## src/tpg_pkg.sv

```systemverilog
// Constants, register map and state types of the one-shot pulse timer
package tpg_pkg;

  // ----------------------------------------------------------------
  // Register map (indices; byte address is four times the index)
  // ----------------------------------------------------------------
  localparam int unsigned ADDR_W = 12;
  localparam logic [9:0] IDX_TIMER_PIN_IO_CONTROL = 10'h10a;
  localparam logic [9:0] IDX_TIMER_RUN_CONTROL_REG = 10'h100;
  localparam logic [9:0] IDX_ONE_SHOT_CONTROL_REG = 10'h101;
  localparam logic [9:0] IDX_MODE_REG = 10'h102;
  localparam logic [9:0] IDX_PRESCALER_SETTING = 10'h103;
  localparam logic [9:0] IDX_PRIMARY_COUNT_SETTING = 10'h104;
  localparam logic [9:0] IDX_SECONDARY_COUNT_SETTING = 10'h105;
  localparam logic [9:0] IDX_PIN_IRQ_CONTROL_REG = 10'h106;
  localparam logic [9:0] IDX_SHARED_PORT_LATCH = 10'h107;

  // ----------------------------------------------------------------
  // Field positions
  // ----------------------------------------------------------------
  localparam int unsigned RUN_REQUEST_BIT = 0;
  localparam int unsigned COUNTING_STATUS_BIT = 1;
  localparam int unsigned FORCED_HALT_BIT = 2;
  localparam int unsigned ONE_SHOT_START_BIT = 0;
  localparam int unsigned ONE_SHOT_STOP_BIT = 1;
  localparam int unsigned ONE_SHOT_ACTIVE_BIT = 2;
  localparam int unsigned PIN_IRQ_ENABLE_BIT = 0;
  localparam int unsigned BOTH_EDGES_BIT = 1;
  localparam int unsigned EDGE_DIRECTION_BIT = 2;
  localparam int unsigned REQUEST_PENDING_BIT = 3;

  // ----------------------------------------------------------------
  // Count source dividers
  // ----------------------------------------------------------------
  localparam logic [2:0] DIV2_LAST = 3'h1;
  localparam logic [2:0] DIV8_LAST = 3'h7;

  // ----------------------------------------------------------------
  // Types
  // ----------------------------------------------------------------
  typedef enum logic [1:0] {
    MODE_TIMER = 2'h0,
    MODE_WAVE = 2'h1,
    MODE_ONE_SHOT = 2'h2,
    MODE_WAIT_ONE_SHOT = 2'h3
  } tpg_mode_t;

  typedef enum logic [1:0] {
    PH_PRIMARY = 2'h1,
    PH_SECONDARY = 2'h2
  } tpg_phase_t;

  typedef enum logic [1:0] {
    SRC_F1 = 2'h0,
    SRC_F2 = 2'h1,
    SRC_F8 = 2'h2,
    SRC_EXT = 2'h3
  } tpg_src_t;

  typedef struct packed {
    logic [3:0] rsvd;
    logic pin_trigger_edge_sel;
    logic pin_trigger_enable;
    logic output_source_switch;
    logic output_level_sel;
  } tpg_io_ctrl_t;

  localparam tpg_io_ctrl_t IO_CTRL_RST = 8'h00;

  typedef struct packed {
    logic [7:0] pre_rel;
    logic [7:0] pre_cnt;
    logic [7:0] pri_rel;
    logic [7:0] sec_rel;
    logic [7:0] tmr_cnt;
    tpg_phase_t phase;
    tpg_mode_t mode;
    tpg_src_t src_sel;
    tpg_io_ctrl_t io;
    logic run;
    logic counting;
    logic active;
    logic trig_pend;
    logic stop_pend;
    logic port_latch;
    logic eff_switch;
    logic irq_en;
    logic both_edges;
    logic edge_dir;
    logic irq_pending;
    logic [2:0] div_cnt;
    logic pin_prev;
    logic timer_irq;
    logic out_pin;
    logic ack;
    logic [31:0] rdata;
  } tpg_state_t;

  localparam tpg_state_t STATE_RST = '{
    phase: PH_PRIMARY,
    mode: MODE_TIMER,
    src_sel: SRC_F1,
    io: IO_CTRL_RST,
    default: '0
  };

endpackage : tpg_pkg

```

## src/tpg_one_shot_timer.sv

```systemverilog
// Prescaled down-counting timer with waveform and one-shot pulse output
`timescale 1ns/1ns
// How it works
// - Level bit sets primary, secondary, stopped waveform levels
// - Switch bit picks waveform or port latch
// - Edge bit picks falling or rising trigger edge; both-edges bit makes both edges trigger
// - One-shot pulse is (prescaler+1)(primary+1) source periods
// - One-shot underflow reloads and clears active flag
// - Stopping a one-shot reloads the counters first
// - Start bit or qualified pin edge triggers
// - One-shot ends on underflow, stop, run off, halt
// - One-shot interrupt coincides with pulse end
// - Trigger enable lets pin act as trigger
// - Prescaler and primary writes while stopped also load counters
// - Triggers only act while counting status set
// - Active flag sets one to two source cycles later
// - Triggers while active are ignored
// - Trigger edge bit never affects pin interrupt
// - Ignored pin trigger still sets pin request flag
// - Wait one-shot waits primary count, then secondary
// - Wait pulse is secondary count, then clears active
// - Wait interrupt coincides with pulse end
// - Forced halt stops at once, no sync delay

module tpg_one_shot_timer
  import tpg_pkg::*;
(
  input wire logic i_clk,
  input wire logic i_rst,
  input wire logic [ADDR_W-1:0] i_avs_address,
  input wire logic i_avs_read,
  input wire logic i_avs_write,
  input wire logic [31:0] i_avs_writedata,
  input wire logic [3:0] i_avs_byteenable,
  output logic [31:0] o_avs_readdata,
  output logic o_avs_waitrequest,
  input wire logic i_ext_count_tick,
  input wire logic i_ext_trigger_pin,
  output logic o_pulse_output_pin,
  output logic o_timer_irq,
  output logic o_pin_irq_request
);

  // ----------------------------------------------------------------
  // Helpers
  // ----------------------------------------------------------------
  function automatic logic edge_hit(input logic rise, input logic fall,
                                    input logic both, input logic dir);
    edge_hit = both ? (rise | fall) : (dir ? rise : fall);
  endfunction : edge_hit

  tpg_state_t s;
  tpg_state_t next_s;

  logic req;
  logic wr_take;
  logic wr_lane;
  logic [9:0] idx;
  logic [7:0] wd;
  logic cs_tick;
  logic rise;
  logic fall;
  logic sw_trig;
  logic halt;
  logic trig;
  logic one_shot_mode;
  logic [7:0] rd_byte;
  logic wave_level;
  logic pulse_level;

  assign req = i_avs_read | i_avs_write;
  assign o_avs_waitrequest = req & ~s.ack;
  assign o_avs_readdata = s.rdata;
  assign o_pulse_output_pin = s.out_pin;
  assign o_timer_irq = s.timer_irq;
  assign o_pin_irq_request = s.irq_pending;

  // ----------------------------------------------------------------
  // Next state
  // ----------------------------------------------------------------
  always_comb begin
    next_s = s;
    next_s.timer_irq = 1'b0;
    next_s.ack = 1'b0;
    idx = i_avs_address[ADDR_W-1:2];
    wd = i_avs_writedata[7:0];
    wr_take = i_avs_write & s.ack;
    wr_lane = wr_take & i_avs_byteenable[0];
    sw_trig = 1'b0;
    halt = 1'b0;
    one_shot_mode = (s.mode == MODE_ONE_SHOT) ||
                    (s.mode == MODE_WAIT_ONE_SHOT);

    // Count source: one-cycle enable from the divider or outside tick
    next_s.div_cnt = s.div_cnt + 3'h1;
    case (s.src_sel)
      SRC_F1: cs_tick = 1'b1;
      SRC_F2: cs_tick = (s.div_cnt[0] == DIV2_LAST[0]);
      SRC_F8: cs_tick = (s.div_cnt == DIV8_LAST);
      SRC_EXT: cs_tick = i_ext_count_tick;
      default: cs_tick = 1'b0;
    endcase

    rise = i_ext_trigger_pin & ~s.pin_prev;
    fall = ~i_ext_trigger_pin & s.pin_prev;
    next_s.pin_prev = i_ext_trigger_pin;

    // Read data is captured on the first cycle and held while ack
    rd_byte = 8'h00;
    case (idx)
      IDX_TIMER_PIN_IO_CONTROL: rd_byte = {4'h0, s.io[3:0]};
      IDX_TIMER_RUN_CONTROL_REG: rd_byte = {6'h00, s.counting, s.run};
      IDX_ONE_SHOT_CONTROL_REG: rd_byte = {5'h00, s.active, 2'h0};
      IDX_MODE_REG: rd_byte = {4'h0, s.src_sel, s.mode};
      IDX_PRESCALER_SETTING: rd_byte = s.pre_cnt;
      IDX_PRIMARY_COUNT_SETTING: rd_byte = s.tmr_cnt;
      IDX_SECONDARY_COUNT_SETTING: rd_byte = s.sec_rel;
      IDX_PIN_IRQ_CONTROL_REG:
        rd_byte = {4'h0, s.irq_pending, s.edge_dir, s.both_edges, s.irq_en};
      IDX_SHARED_PORT_LATCH: rd_byte = {7'h00, s.port_latch};
      default: rd_byte = 8'h00;
    endcase
    if (req && !s.ack) begin
      next_s.ack = 1'b1;
      next_s.rdata = {24'h000000, rd_byte};
    end

    // ----------------------------------------------------------------
    // Register writes
    // ----------------------------------------------------------------
    if (wr_lane) begin
      case (idx)
        IDX_TIMER_PIN_IO_CONTROL: next_s.io = {4'h0, wd[3:0]};
        IDX_TIMER_RUN_CONTROL_REG: begin
          if (wd[FORCED_HALT_BIT]) begin
            halt = 1'b1;
          end else begin
            next_s.run = wd[RUN_REQUEST_BIT];
          end
        end
        IDX_ONE_SHOT_CONTROL_REG: begin
          sw_trig = wd[ONE_SHOT_START_BIT];
          if (wd[ONE_SHOT_STOP_BIT]) begin
            next_s.stop_pend = 1'b1;
          end
        end
        IDX_MODE_REG: begin
          next_s.mode = tpg_mode_t'(wd[1:0]);
          next_s.src_sel = tpg_src_t'(wd[3:2]);
        end
        IDX_PRESCALER_SETTING: begin
          next_s.pre_rel = wd;
          if (!s.counting) begin
            next_s.pre_cnt = wd;
          end
        end
        IDX_PRIMARY_COUNT_SETTING: begin
          next_s.pri_rel = wd;
          if (!s.counting) begin
            next_s.tmr_cnt = wd;
          end
        end
        IDX_SECONDARY_COUNT_SETTING: next_s.sec_rel = wd;
        IDX_PIN_IRQ_CONTROL_REG: begin
          next_s.irq_en = wd[PIN_IRQ_ENABLE_BIT];
          next_s.both_edges = wd[BOTH_EDGES_BIT];
          next_s.edge_dir = wd[EDGE_DIRECTION_BIT];
          if (!wd[REQUEST_PENDING_BIT]) begin
            next_s.irq_pending = 1'b0;
          end
        end
        IDX_SHARED_PORT_LATCH: next_s.port_latch = wd[0];
        default: ;
      endcase
    end

    // ----------------------------------------------------------------
    // Pin interrupt and trigger qualification
    // ----------------------------------------------------------------
    // Own polarity controls only; set after the clear so an edge wins
    if (s.irq_en && edge_hit(rise, fall, s.both_edges, s.edge_dir)) begin
      next_s.irq_pending = 1'b1;
    end

    trig = sw_trig | (s.io.pin_trigger_enable &
           edge_hit(rise, fall, s.both_edges,
                    s.io.pin_trigger_edge_sel));
    if (trig && s.counting && !s.active && one_shot_mode) begin
      next_s.trig_pend = 1'b1;
    end

    // ----------------------------------------------------------------
    // Counting engine, advanced once per count source tick
    // ----------------------------------------------------------------
    if (halt) begin
      // Bypasses the tick so the halt is seen on this very edge
      next_s.run = 1'b0;
      next_s.counting = 1'b0;
      next_s.active = 1'b0;
      next_s.trig_pend = 1'b0;
      next_s.stop_pend = 1'b0;
      next_s.pre_cnt = next_s.pre_rel;
      next_s.tmr_cnt = next_s.pri_rel;
      next_s.phase = PH_PRIMARY;
    end else if (cs_tick) begin
      if (s.run != s.counting) begin
        // Run bit reaches the status flag on the next source tick
        next_s.counting = s.run;
        next_s.eff_switch = s.io.output_source_switch;
        if (!s.run) begin
          next_s.active = 1'b0;
          next_s.trig_pend = 1'b0;
          next_s.stop_pend = 1'b0;
          next_s.pre_cnt = next_s.pre_rel;
          next_s.tmr_cnt = next_s.pri_rel;
          next_s.phase = PH_PRIMARY;
        end
      end else if (s.counting) begin
        if (s.stop_pend) begin
          next_s.stop_pend = 1'b0;
          next_s.trig_pend = 1'b0;
          next_s.active = 1'b0;
          next_s.pre_cnt = next_s.pre_rel;
          next_s.tmr_cnt = next_s.pri_rel;
          next_s.phase = PH_PRIMARY;
        end else if (s.trig_pend) begin
          next_s.trig_pend = 1'b0;
          next_s.active = 1'b1;
        end else if (!one_shot_mode || s.active) begin
          if (s.pre_cnt != 8'h00) begin
            next_s.pre_cnt = s.pre_cnt - 8'h01;
          end else begin
            next_s.pre_cnt = next_s.pre_rel;
            if (s.tmr_cnt != 8'h00) begin
              next_s.tmr_cnt = s.tmr_cnt - 8'h01;
            end else begin
              case (s.mode)
                MODE_WAVE: begin
                  if (s.phase == PH_PRIMARY) begin
                    next_s.phase = PH_SECONDARY;
                    next_s.tmr_cnt = next_s.sec_rel;
                  end else begin
                    next_s.phase = PH_PRIMARY;
                    next_s.tmr_cnt = next_s.pri_rel;
                    next_s.timer_irq = 1'b1;
                    next_s.eff_switch = s.io.output_source_switch;
                  end
                end
                MODE_ONE_SHOT: begin
                  next_s.tmr_cnt = next_s.pri_rel;
                  next_s.active = 1'b0;
                  next_s.timer_irq = 1'b1;
                end
                MODE_WAIT_ONE_SHOT: begin
                  if (s.phase == PH_PRIMARY) begin
                    next_s.phase = PH_SECONDARY;
                    next_s.tmr_cnt = next_s.sec_rel;
                  end else begin
                    next_s.phase = PH_PRIMARY;
                    next_s.tmr_cnt = next_s.pri_rel;
                    next_s.active = 1'b0;
                    next_s.timer_irq = 1'b1;
                  end
                end
                default: begin
                  next_s.tmr_cnt = next_s.pri_rel;
                  next_s.timer_irq = 1'b1;
                end
              endcase
            end
          end
        end
      end
    end

    // ----------------------------------------------------------------
    // Output pin, registered so it changes with the interrupt
    // ----------------------------------------------------------------
    wave_level = next_s.counting && (next_s.phase == PH_PRIMARY);
    pulse_level = next_s.active &&
                  ((next_s.mode == MODE_ONE_SHOT) ||
                   (next_s.phase == PH_SECONDARY));
    case (next_s.mode)
      MODE_WAVE: begin
        if (next_s.eff_switch) begin
          next_s.out_pin = next_s.port_latch;
        end else begin
          next_s.out_pin = wave_level ^
                           next_s.io.output_level_sel;
        end
      end
      MODE_ONE_SHOT, MODE_WAIT_ONE_SHOT:
        next_s.out_pin = pulse_level ^
                         next_s.io.output_level_sel;
      default: next_s.out_pin = next_s.port_latch;
    endcase
  end

  // ----------------------------------------------------------------
  // State register
  // ----------------------------------------------------------------
  always_ff @(posedge i_clk) begin
    if (i_rst) begin
      s <= STATE_RST;
    end else begin
      s <= next_s;
    end
  end

endmodule : tpg_one_shot_timer

```

## config.mk

```make
export PLATFORM = sky130hd
export DESIGN_NAME = tpg_one_shot_timer
export DESIGN_NICKNAME = d
export VERILOG_FILES = /design/src/tpg_pkg.sv /design/src/tpg_one_shot_timer.sv
export SDC_FILE = /design/constraint.sdc
export NUM_CORES = 1
export LEC_CHECK = 0
export BUFFER_PORTS_ARGS = -buffer_cell sky130_fd_sc_hd__buf_2
export CAP_MARGIN = 0
export CORE_ASPECT_RATIO = 0.6
export CORE_UTILIZATION = 35
export DETAILED_ROUTE_END_ITERATION = 10
export GPL_TIMING_DRIVEN = 0
export PLACE_DENSITY = 0.63
export REMOVE_ABC_BUFFERS = 1
export SYNTH_ARGS = -nofsm -noshare
export SYNTH_HDL_FRONTEND = slang
export SYNTH_SLANG_ARGS = --single-unit
```

## constraint.sdc

```tcl
create_clock -name i_clk -period 4.8 [get_ports i_clk]
set_input_delay 0.24 -clock i_clk [delete_from_list [all_inputs] [get_ports i_clk]]
set_output_delay 0.24 -clock i_clk [all_outputs]
set_load 0.01 [all_outputs]
```

---- Yosys cells after proc, flatten, opt, wreduce, memory -nomap -nowiden ----
Cells that the tools add are included.
word-level totals
  bits of input ports ..................... 54
  logic and storage cells ................. 187
  register bits after elaboration ......... 76
  output and inout port bits .............. 36
cells by class
  equal/unequal tests ..................... 24
  bitwise logic cells ..................... 18
  reductions and logical operators ........ 27
  $add $sub $neg .......................... 3
  muxes and demuxes ....................... 86
operators with widths
  cell                                               count
  2-to-1 mux 8 bit                                   16
  2-to-1 mux 10 bit                                  10
  == test 10 x 9 -> 1 bit (second input constant)    9
  case mux 8 bit (9 select lines)                    1
  2-to-1 mux 1 bit                                   41
  2-to-1 mux 40 bit                                  1
  2-to-1 mux 33 bit                                  1
  2-to-1 mux 16 bit                                  1
  2-to-1 mux 4 bit                                   4
  nonzero test 8 bit                                 2
  subtractor 8 x 1 -> 8 bit (second input constant)  2
  == test 2 bit (second input constant)              7
  2-to-1 mux 13 bit                                  1
  == test 2 x 1 -> 1 bit (second input constant)     5
  OR reduction 10 bit                                1
  2-to-1 mux 3 bit                                   3
  2-to-1 mux 2 bit                                   4
  logical AND 1 bit                                  7
  NOT 1 bit                                          7
  bitwise AND 1 bit                                  6
  AND reduction 2 bit                                3
  AND reduction 3 bit                                2
  OR reduction 2 bit                                 3
  case mux 1 bit (2 select lines)                    2
  11 further kinds                                   19

---- Depth between registers and ports, before layout ----
  word-level depth ........................ 20
  depth in mapped cells ................... 11
  mapped depth without buffers ............ 9

---- Worst setup path after synthesis ----
No wires, ideal clock.
  path kind ............................... in2reg
  start point ............................. in i_avs_address[7]
  end point ............................... reg s, in the netlist o_pulse_output_pin
  setup slack ............................. 2,490 ps
  required time ........................... 4,721 ps
  cell stages on the path ................. 8
  arrival time ............................ 2,231 ps
  path buffers ............................ 1
  setup time .............................. 79 ps
  cells stage by stage .................... or4_4 nor4_2 and2_0 clkbuf_1 mux2i_1 xnor2_1 nand4bb_1 o211ai_1
between the ends
  longest elaborated chain between the ends .. 9
  elaborated cells on any way between the ends .. 27
  classes of those cells .................. eq/ne (9); mux (12); bitwise (2); reduce/logical (4)
ends and longest elaborated chain
  element                                                  line                                                  RTL
  start, declared                                          tpg_one_shot_timer.sv:30                              input wire logic [ADDR_W-1:0] i_avs_address,
  == test 10 x 9 -> 1 bit                                  tpg_one_shot_timer.sv:132                             case (idx)
  2-to-1 mux 1 bit                                         tpg_one_shot_timer.sv:132
  2-to-1 mux 1 bit                                         tpg_one_shot_timer.sv:131                             if (wr_lane) begin
  2-to-1 mux 10 bit                                        tpg_one_shot_timer.sv:195                             if (halt) begin
  == test 2 x 1 -> 1 bit or == test 2 bit (tied branches)  tpg_one_shot_timer.sv:279, tpg_one_shot_timer.sv:282
  logical AND 1 bit or logical OR 1 bit (tied branches)    tpg_one_shot_timer.sv:279, tpg_one_shot_timer.sv:281
  XOR 1 bit or logical AND 1 bit (tied branches)           tpg_one_shot_timer.sv:288, tpg_one_shot_timer.sv:280
  2-to-1 mux 1 bit or XOR 1 bit (tied branches)            tpg_one_shot_timer.sv:285, tpg_one_shot_timer.sv:293
  case mux 1 bit (2 select lines) *                        tpg_one_shot_timer.sv:283                             case (next_s.mode)
  end signal, assigned                                     tpg_one_shot_timer.sv:306                             s <= next_s;
  end, declared                                            tpg_one_shot_timer.sv:52                              tpg_state_t s;
Every way passes the cells marked *; elsewhere a longest branch is shown, timed or not.
A chain may end at the register's enable or synchronous reset.

---- Worst setup path in the final report ----
  start point ............................. reg s[88] in the netlist's numbering
  end point ............................... reg s, in the netlist o_pulse_output_pin
between the ends
  longest elaborated chain between the ends .. 14
  elaborated cells on any way between the ends .. 34
  classes of those cells .................. eq/ne (2); mux (26); bitwise (2); reduce/logical (4)
ends and longest elaborated chain
  element                                                  line                                                  RTL
  nonzero test 8 bit *                                     tpg_one_shot_timer.sv:230                             if (s.pre_cnt != 8'h00) begin
  2-to-1 mux 10 bit                                        tpg_one_shot_timer.sv:230
  2-to-1 mux 10 bit                                        tpg_one_shot_timer.sv:229                             end else if (!one_shot_mode || s.active) begin
  2-to-1 mux 10 bit                                        tpg_one_shot_timer.sv:226                             end else if (s.trig_pend) begin
  2-to-1 mux 10 bit                                        tpg_one_shot_timer.sv:219                             if (s.stop_pend) begin
  2-to-1 mux 10 bit                                        tpg_one_shot_timer.sv:218                             end else if (s.counting) begin
  2-to-1 mux 10 bit                                        tpg_one_shot_timer.sv:206                             if (s.run != s.counting) begin
  2-to-1 mux 10 bit                                        tpg_one_shot_timer.sv:205                             end else if (cs_tick) begin
  2-to-1 mux 10 bit                                        tpg_one_shot_timer.sv:195
  == test 2 x 1 -> 1 bit or == test 2 bit (tied branches)  tpg_one_shot_timer.sv:279, tpg_one_shot_timer.sv:282
  logical AND 1 bit or logical OR 1 bit (tied branches)    tpg_one_shot_timer.sv:279, tpg_one_shot_timer.sv:281
  XOR 1 bit or logical AND 1 bit (tied branches)           tpg_one_shot_timer.sv:288, tpg_one_shot_timer.sv:280
  2-to-1 mux 1 bit or XOR 1 bit (tied branches)            tpg_one_shot_timer.sv:285, tpg_one_shot_timer.sv:293
  case mux 1 bit (2 select lines) *                        tpg_one_shot_timer.sv:283
Marked as above.

==> impl_table.tex <==
\begin{tabular}{lr}
\hline
Metric & Value \\
\hline
\multicolumn{2}{l}{\textbf{Run status}} \\
\quad Status & complete, no violations \\
\multicolumn{2}{l}{\textbf{GRT}} \\
\quad Number of antenna violations at the first check in global routing & 0 \\
\quad Sum of overflow across all layers after global routing & 0 \\
\quad Via count of the first global-routing pass & 4,236 \\
\quad Global-route wire length before repair & 24,200 µm \\
\quad Pin count of the biggest net entering global routing & between 70 and 80 \\
\quad Total routing usage reported by global routing & between 20 and 25\% \\
\multicolumn{2}{l}{\textbf{Pwr}} \\
\quad Power Dens Cells & 285 mW/mm² \\
\quad Sequential power share & 42.9\% \\
\quad Overall power of the completed layout & about 1.5 mW \\
\quad Comb power frac & 5.7\% \\
\quad Peak supply drop & between 0.1 and 0.15 mV \\
\quad Internal power contribution & 1.13 mW \\
\quad Net switching component of the power & 371 µW \\
\quad Leakage & 2.04 nW \\
\quad Portion of total power attributed to the clock network & 51.4\% \\
\quad Fraction of power spent switching nets & 24.7\% \\
\multicolumn{2}{l}{\textbf{Routing}} \\
\quad Drc violations & 0 \\
\quad Vias per cell & 6.00 \\
\quad Post-DRT Antenna Nets & 0 \\
\quad TritonRoute pass-1 iters & 5 \\
\quad Total wire length & 15,700 µm \\
\quad Via count & 4,628 \\
\quad Routed length per instance & 20.4 µm \\
\quad Detailed router's first-iteration violation count & 529 \\
\multicolumn{2}{l}{\textbf{Timing}} \\
\quad Final hold vios & 0 \\
\quad Fmax achieved & 302 MHz \\
\quad Total setup violations reported at the end of the flow & 0 \\
\quad Pin slew with the least headroom to its limit & 1320 ps \\
\quad Worst-case clock skew & just under 8 ps \\
\quad Post-route setup TNS & 0 ps \\
\quad Count of final max-slew check failures & 0 \\
\quad Unrepaired setup endpoints after global routing & no \\
\quad Worst relative slew slack & 11.8\% \\
\quad Period Utilization, post-route & about 70\% \\
\quad Final period demand of the worst path & 3310 ps \\
\multicolumn{2}{l}{\textbf{Finish}} \\
\quad Post-Layout Inst Area & 0.00527 mm² \\
\quad Utilization after layout & about two fifths \\
\quad Synth-to-Final Area Change & 8.90\% \\
\quad Commonest cells after routing, fill and taps aside & sky130\_fd\_sc\_hd\_\_dfxtp\_1 (76), sky130\_fd\_sc\_hd\_\_nor2\_1 (67), sky130\_fd\_sc\_hd\_\_nand2\_1 (49) \\
\quad Final Net Count & 658 \\
\quad Layout cell share with drive strength beyond 1 & 12.6\% \\
\quad Most common cell after layout, fill and taps aside & sky130\_fd\_sc\_hd\_\_dfxtp\_1 \\
\quad Diode insertion count for antenna repair & 0 \\
\multicolumn{2}{l}{\textbf{Synthesis}} \\
\quad Count of distinct cell types in the synthesized netlist & 73 \\
\quad Proportion of synthesized chip area in sequential cells & 31.5\% \\
\quad XOR/XNOR share of the synthesized area & 2.35\% \\
\quad Top\_reg\_cell synth & sky130\_fd\_sc\_hd\_\_dfxtp\_1 \\
\quad Simple-gate area share of the yosys netlist & 22.5\% \\
\quad Synth async-reset ratio & 0\% \\
\quad Post-synth design cell area & 0.00484 mm² \\
\quad Synthesized-area fraction occupied by adder cells & 2.07\% \\
\quad Flip-flop and latch count after synthesis & 76 \\
\quad Compound-gate portion of the synthesized area & 20.8\% \\
\quad Warnings from Yosys & 0 \\
\quad Share of synthesized area spent on multiplexers & 11.5\% \\
\quad Largest family of logic cells by synthesized area & simple AND/OR/NAND/NOR gates \\
\quad Number of enable-type register cells in the synthesized netlist & 0 \\
\quad Mean area per synthesized cell & 8.11 µm² \\
\quad Post-Syn Instances & 596 \\
\multicolumn{2}{l}{\textbf{Worst setup path}} \\
\quad R2R setup slack & 1490 ps \\
\quad Crit path max-delay cell type & sky130\_fd\_sc\_hd\_\_nor4\_1 \\
\quad Worst endpoint data arrival time & 3540 ps \\
\quad Crit start category & flip-flop \\
\quad Sort of element at the end of the critical path & flip-flop \\
\quad Crit Path Class & flip-flop to flip-flop \\
\quad Largest fanout of any net on the critical path & 10 \\
\quad Data required time of the critical path & 5030 ps \\
\quad Cells along the critical path & inv\_1 > ha\_1 > nor3b\_1 > nand4\_1 > nor4\_1 > o311ai\_1 > xnor2\_1 > o211ai\_1 \\
\quad Stage delay of the slowest cell on the critical path & about 800 ps \\
\multicolumn{2}{l}{\textbf{Worst hold path}} \\
\quad Class of the tightest hold or removal check & input port to flip-flop \\
\multicolumn{2}{l}{\textbf{Die}} \\
\quad Initial core utilization & approximately 37\% \\
\quad Number of placement rows & 32 \\
\quad Chip Height & 93.1 µm \\
\quad Core area & 0.0132 mm² \\
\quad I/O pin count & 90 \\
\quad Die outline area & 0.0143 mm² \\
\quad Die outline width & 154 µm \\
\multicolumn{2}{l}{\textbf{Clock network}} \\
\quad Clock tree from TritonCTS & yes \\
\quad Number of CTS-inserted buffers & 9 \\
\quad Count of buffers added by post-CTS timing repair for setup & 0 \\
\quad Clk\_lat worst skew & between 300 and 400 ps \\
\quad Number of buffers inserted by hold repair at cts & 0 \\
\quad Clock root cell & sky130\_fd\_sc\_hd\_\_clkbuf\_16 \\
\quad Number of gates resized after cts & 0 \\
\quad Number of clock sinks & 76 \\
\quad Depth of the CTS H-tree & 3 \\
\quad Maximum buffer depth of the clock tree & 2 \\
\quad Clk pin slew, worst setup/hold paths & around 70 ps \\
\multicolumn{2}{l}{\textbf{Job}} \\
\quad Total of max-cap violations & 0 \\
\multicolumn{2}{l}{\textbf{Placed design}} \\
\quad Placer Congestion & 0.911 \\
\quad Area of placed instances & 0.00493 mm² \\
\quad Count of buffers from port buffering & 36 \\
\quad Total half-perimeter wirelength after legalization and detailed placement & 11,300 µm \\
\hline
\end{tabular}
==> cell usage after synthesis (all sizes together) (8+ instances only) <==
cell type   n  share of area (%)
dfxtp      76                 31
mux2       11                2.6
nor2       69                5.4
a22oi      13                2.0
ha          8                2.1
a211oi     10                1.6
xnor2       8                1.4
clkbuf     29                2.3
nand4       8                1.0
nor2b       9                1.2
nor3       20                2.3
o21ai      27                2.8
nand3      11                1.1
buf        42                6.1
a31oi       9                1.2
mux2i      43                8.9
nand2      49                3.8
a21oi      37                3.8
nor4        8                1.6
inv        12               0.93
==> final timing paths <==
kind | endpoint | start | depth (start not counted)
setup / recovery | o_pulse_output_pin | s[88] | 8
hold / removal | s[35] | i_ext_trigger_pin | 3
hold reg to reg | s[36] | s[36] | 1
setup reg to reg | o_pulse_output_pin | s[88] | 8
==> sequential cells by signal, summed over array words and instances (netlist names) <==
signal	cells
s	65
o_pulse_output_pin	1
o_pin_irq_request	1
o_timer_irq	1
o_avs_readdata	8
==> per-layer routing <==
| metal | vias up | track usage [%] | part of all wire (%) |
|---|---|---|---|
| met1 | 2230 | 32.2 | 47 |
| met3 | 21 | 7.18 | 12 |
| met5 | - | 0 | 0 |
| met2 | 243 | 31.1 | 40 |
| li1 | 2134 | - | - |
| met4 | 0 | 5.00 | 1.2 |
==> power by group through the flow <==
stage	Combinational, mW	Sequential (mW)	Clock, mW
after floorplan	0.0334	0.659	0
after global placement	0.0827	0.657	0
after detailed placement	0.0841	0.657	0
after CTS	0.0843	0.643	0.775
after global routing	0.0940	0.644	0.800
final	0.0856	0.643	0.770
==> layout make-up <==
class                   count  area [µm²]
clock inverters             7         105
multi-input cells         459        2960
inverters                  13        48.8
clock buffers               9         225
well taps                 170         213
fillers                  1344        7910
flip-flops and latches     76        1520
repair buffers             37         191
==> worst max-delay path: cells and delay by family (launching register included) <==
family                     cells  cell delay (ps)
and+or+nand+nor                3             1770
AOI/OAI and AO/OA              2              530
xor gates and xnor gates       1              160
buffers and inverters          1              150
DFF                            1              380
adders and majority gates      1              200
==> through the flow <==
| step | hold slack [ps] | instances | setup WS [ps] |
|---|---|---|---|
| final | 153 | 771 | 1490 |
| after global routing | 176 | 771 | 1350 |
| after CTS | 154 | 771 | 1610 |
| after detailed placement | 435 | 755 | 1250 |
| after global placement | 429 | 754 | 993 |
| after floorplan | 307 | 548 | 1870 |
==> kinds of logic after synthesis <==
family,after synthesis
buf+inv,84
other cells,1
xor+xnor,13
mux,54
fa+ha+maj,8
simple gates,212
compound gates,148
flops,76
No activity file was read; power rests on OpenSTA's default activity.
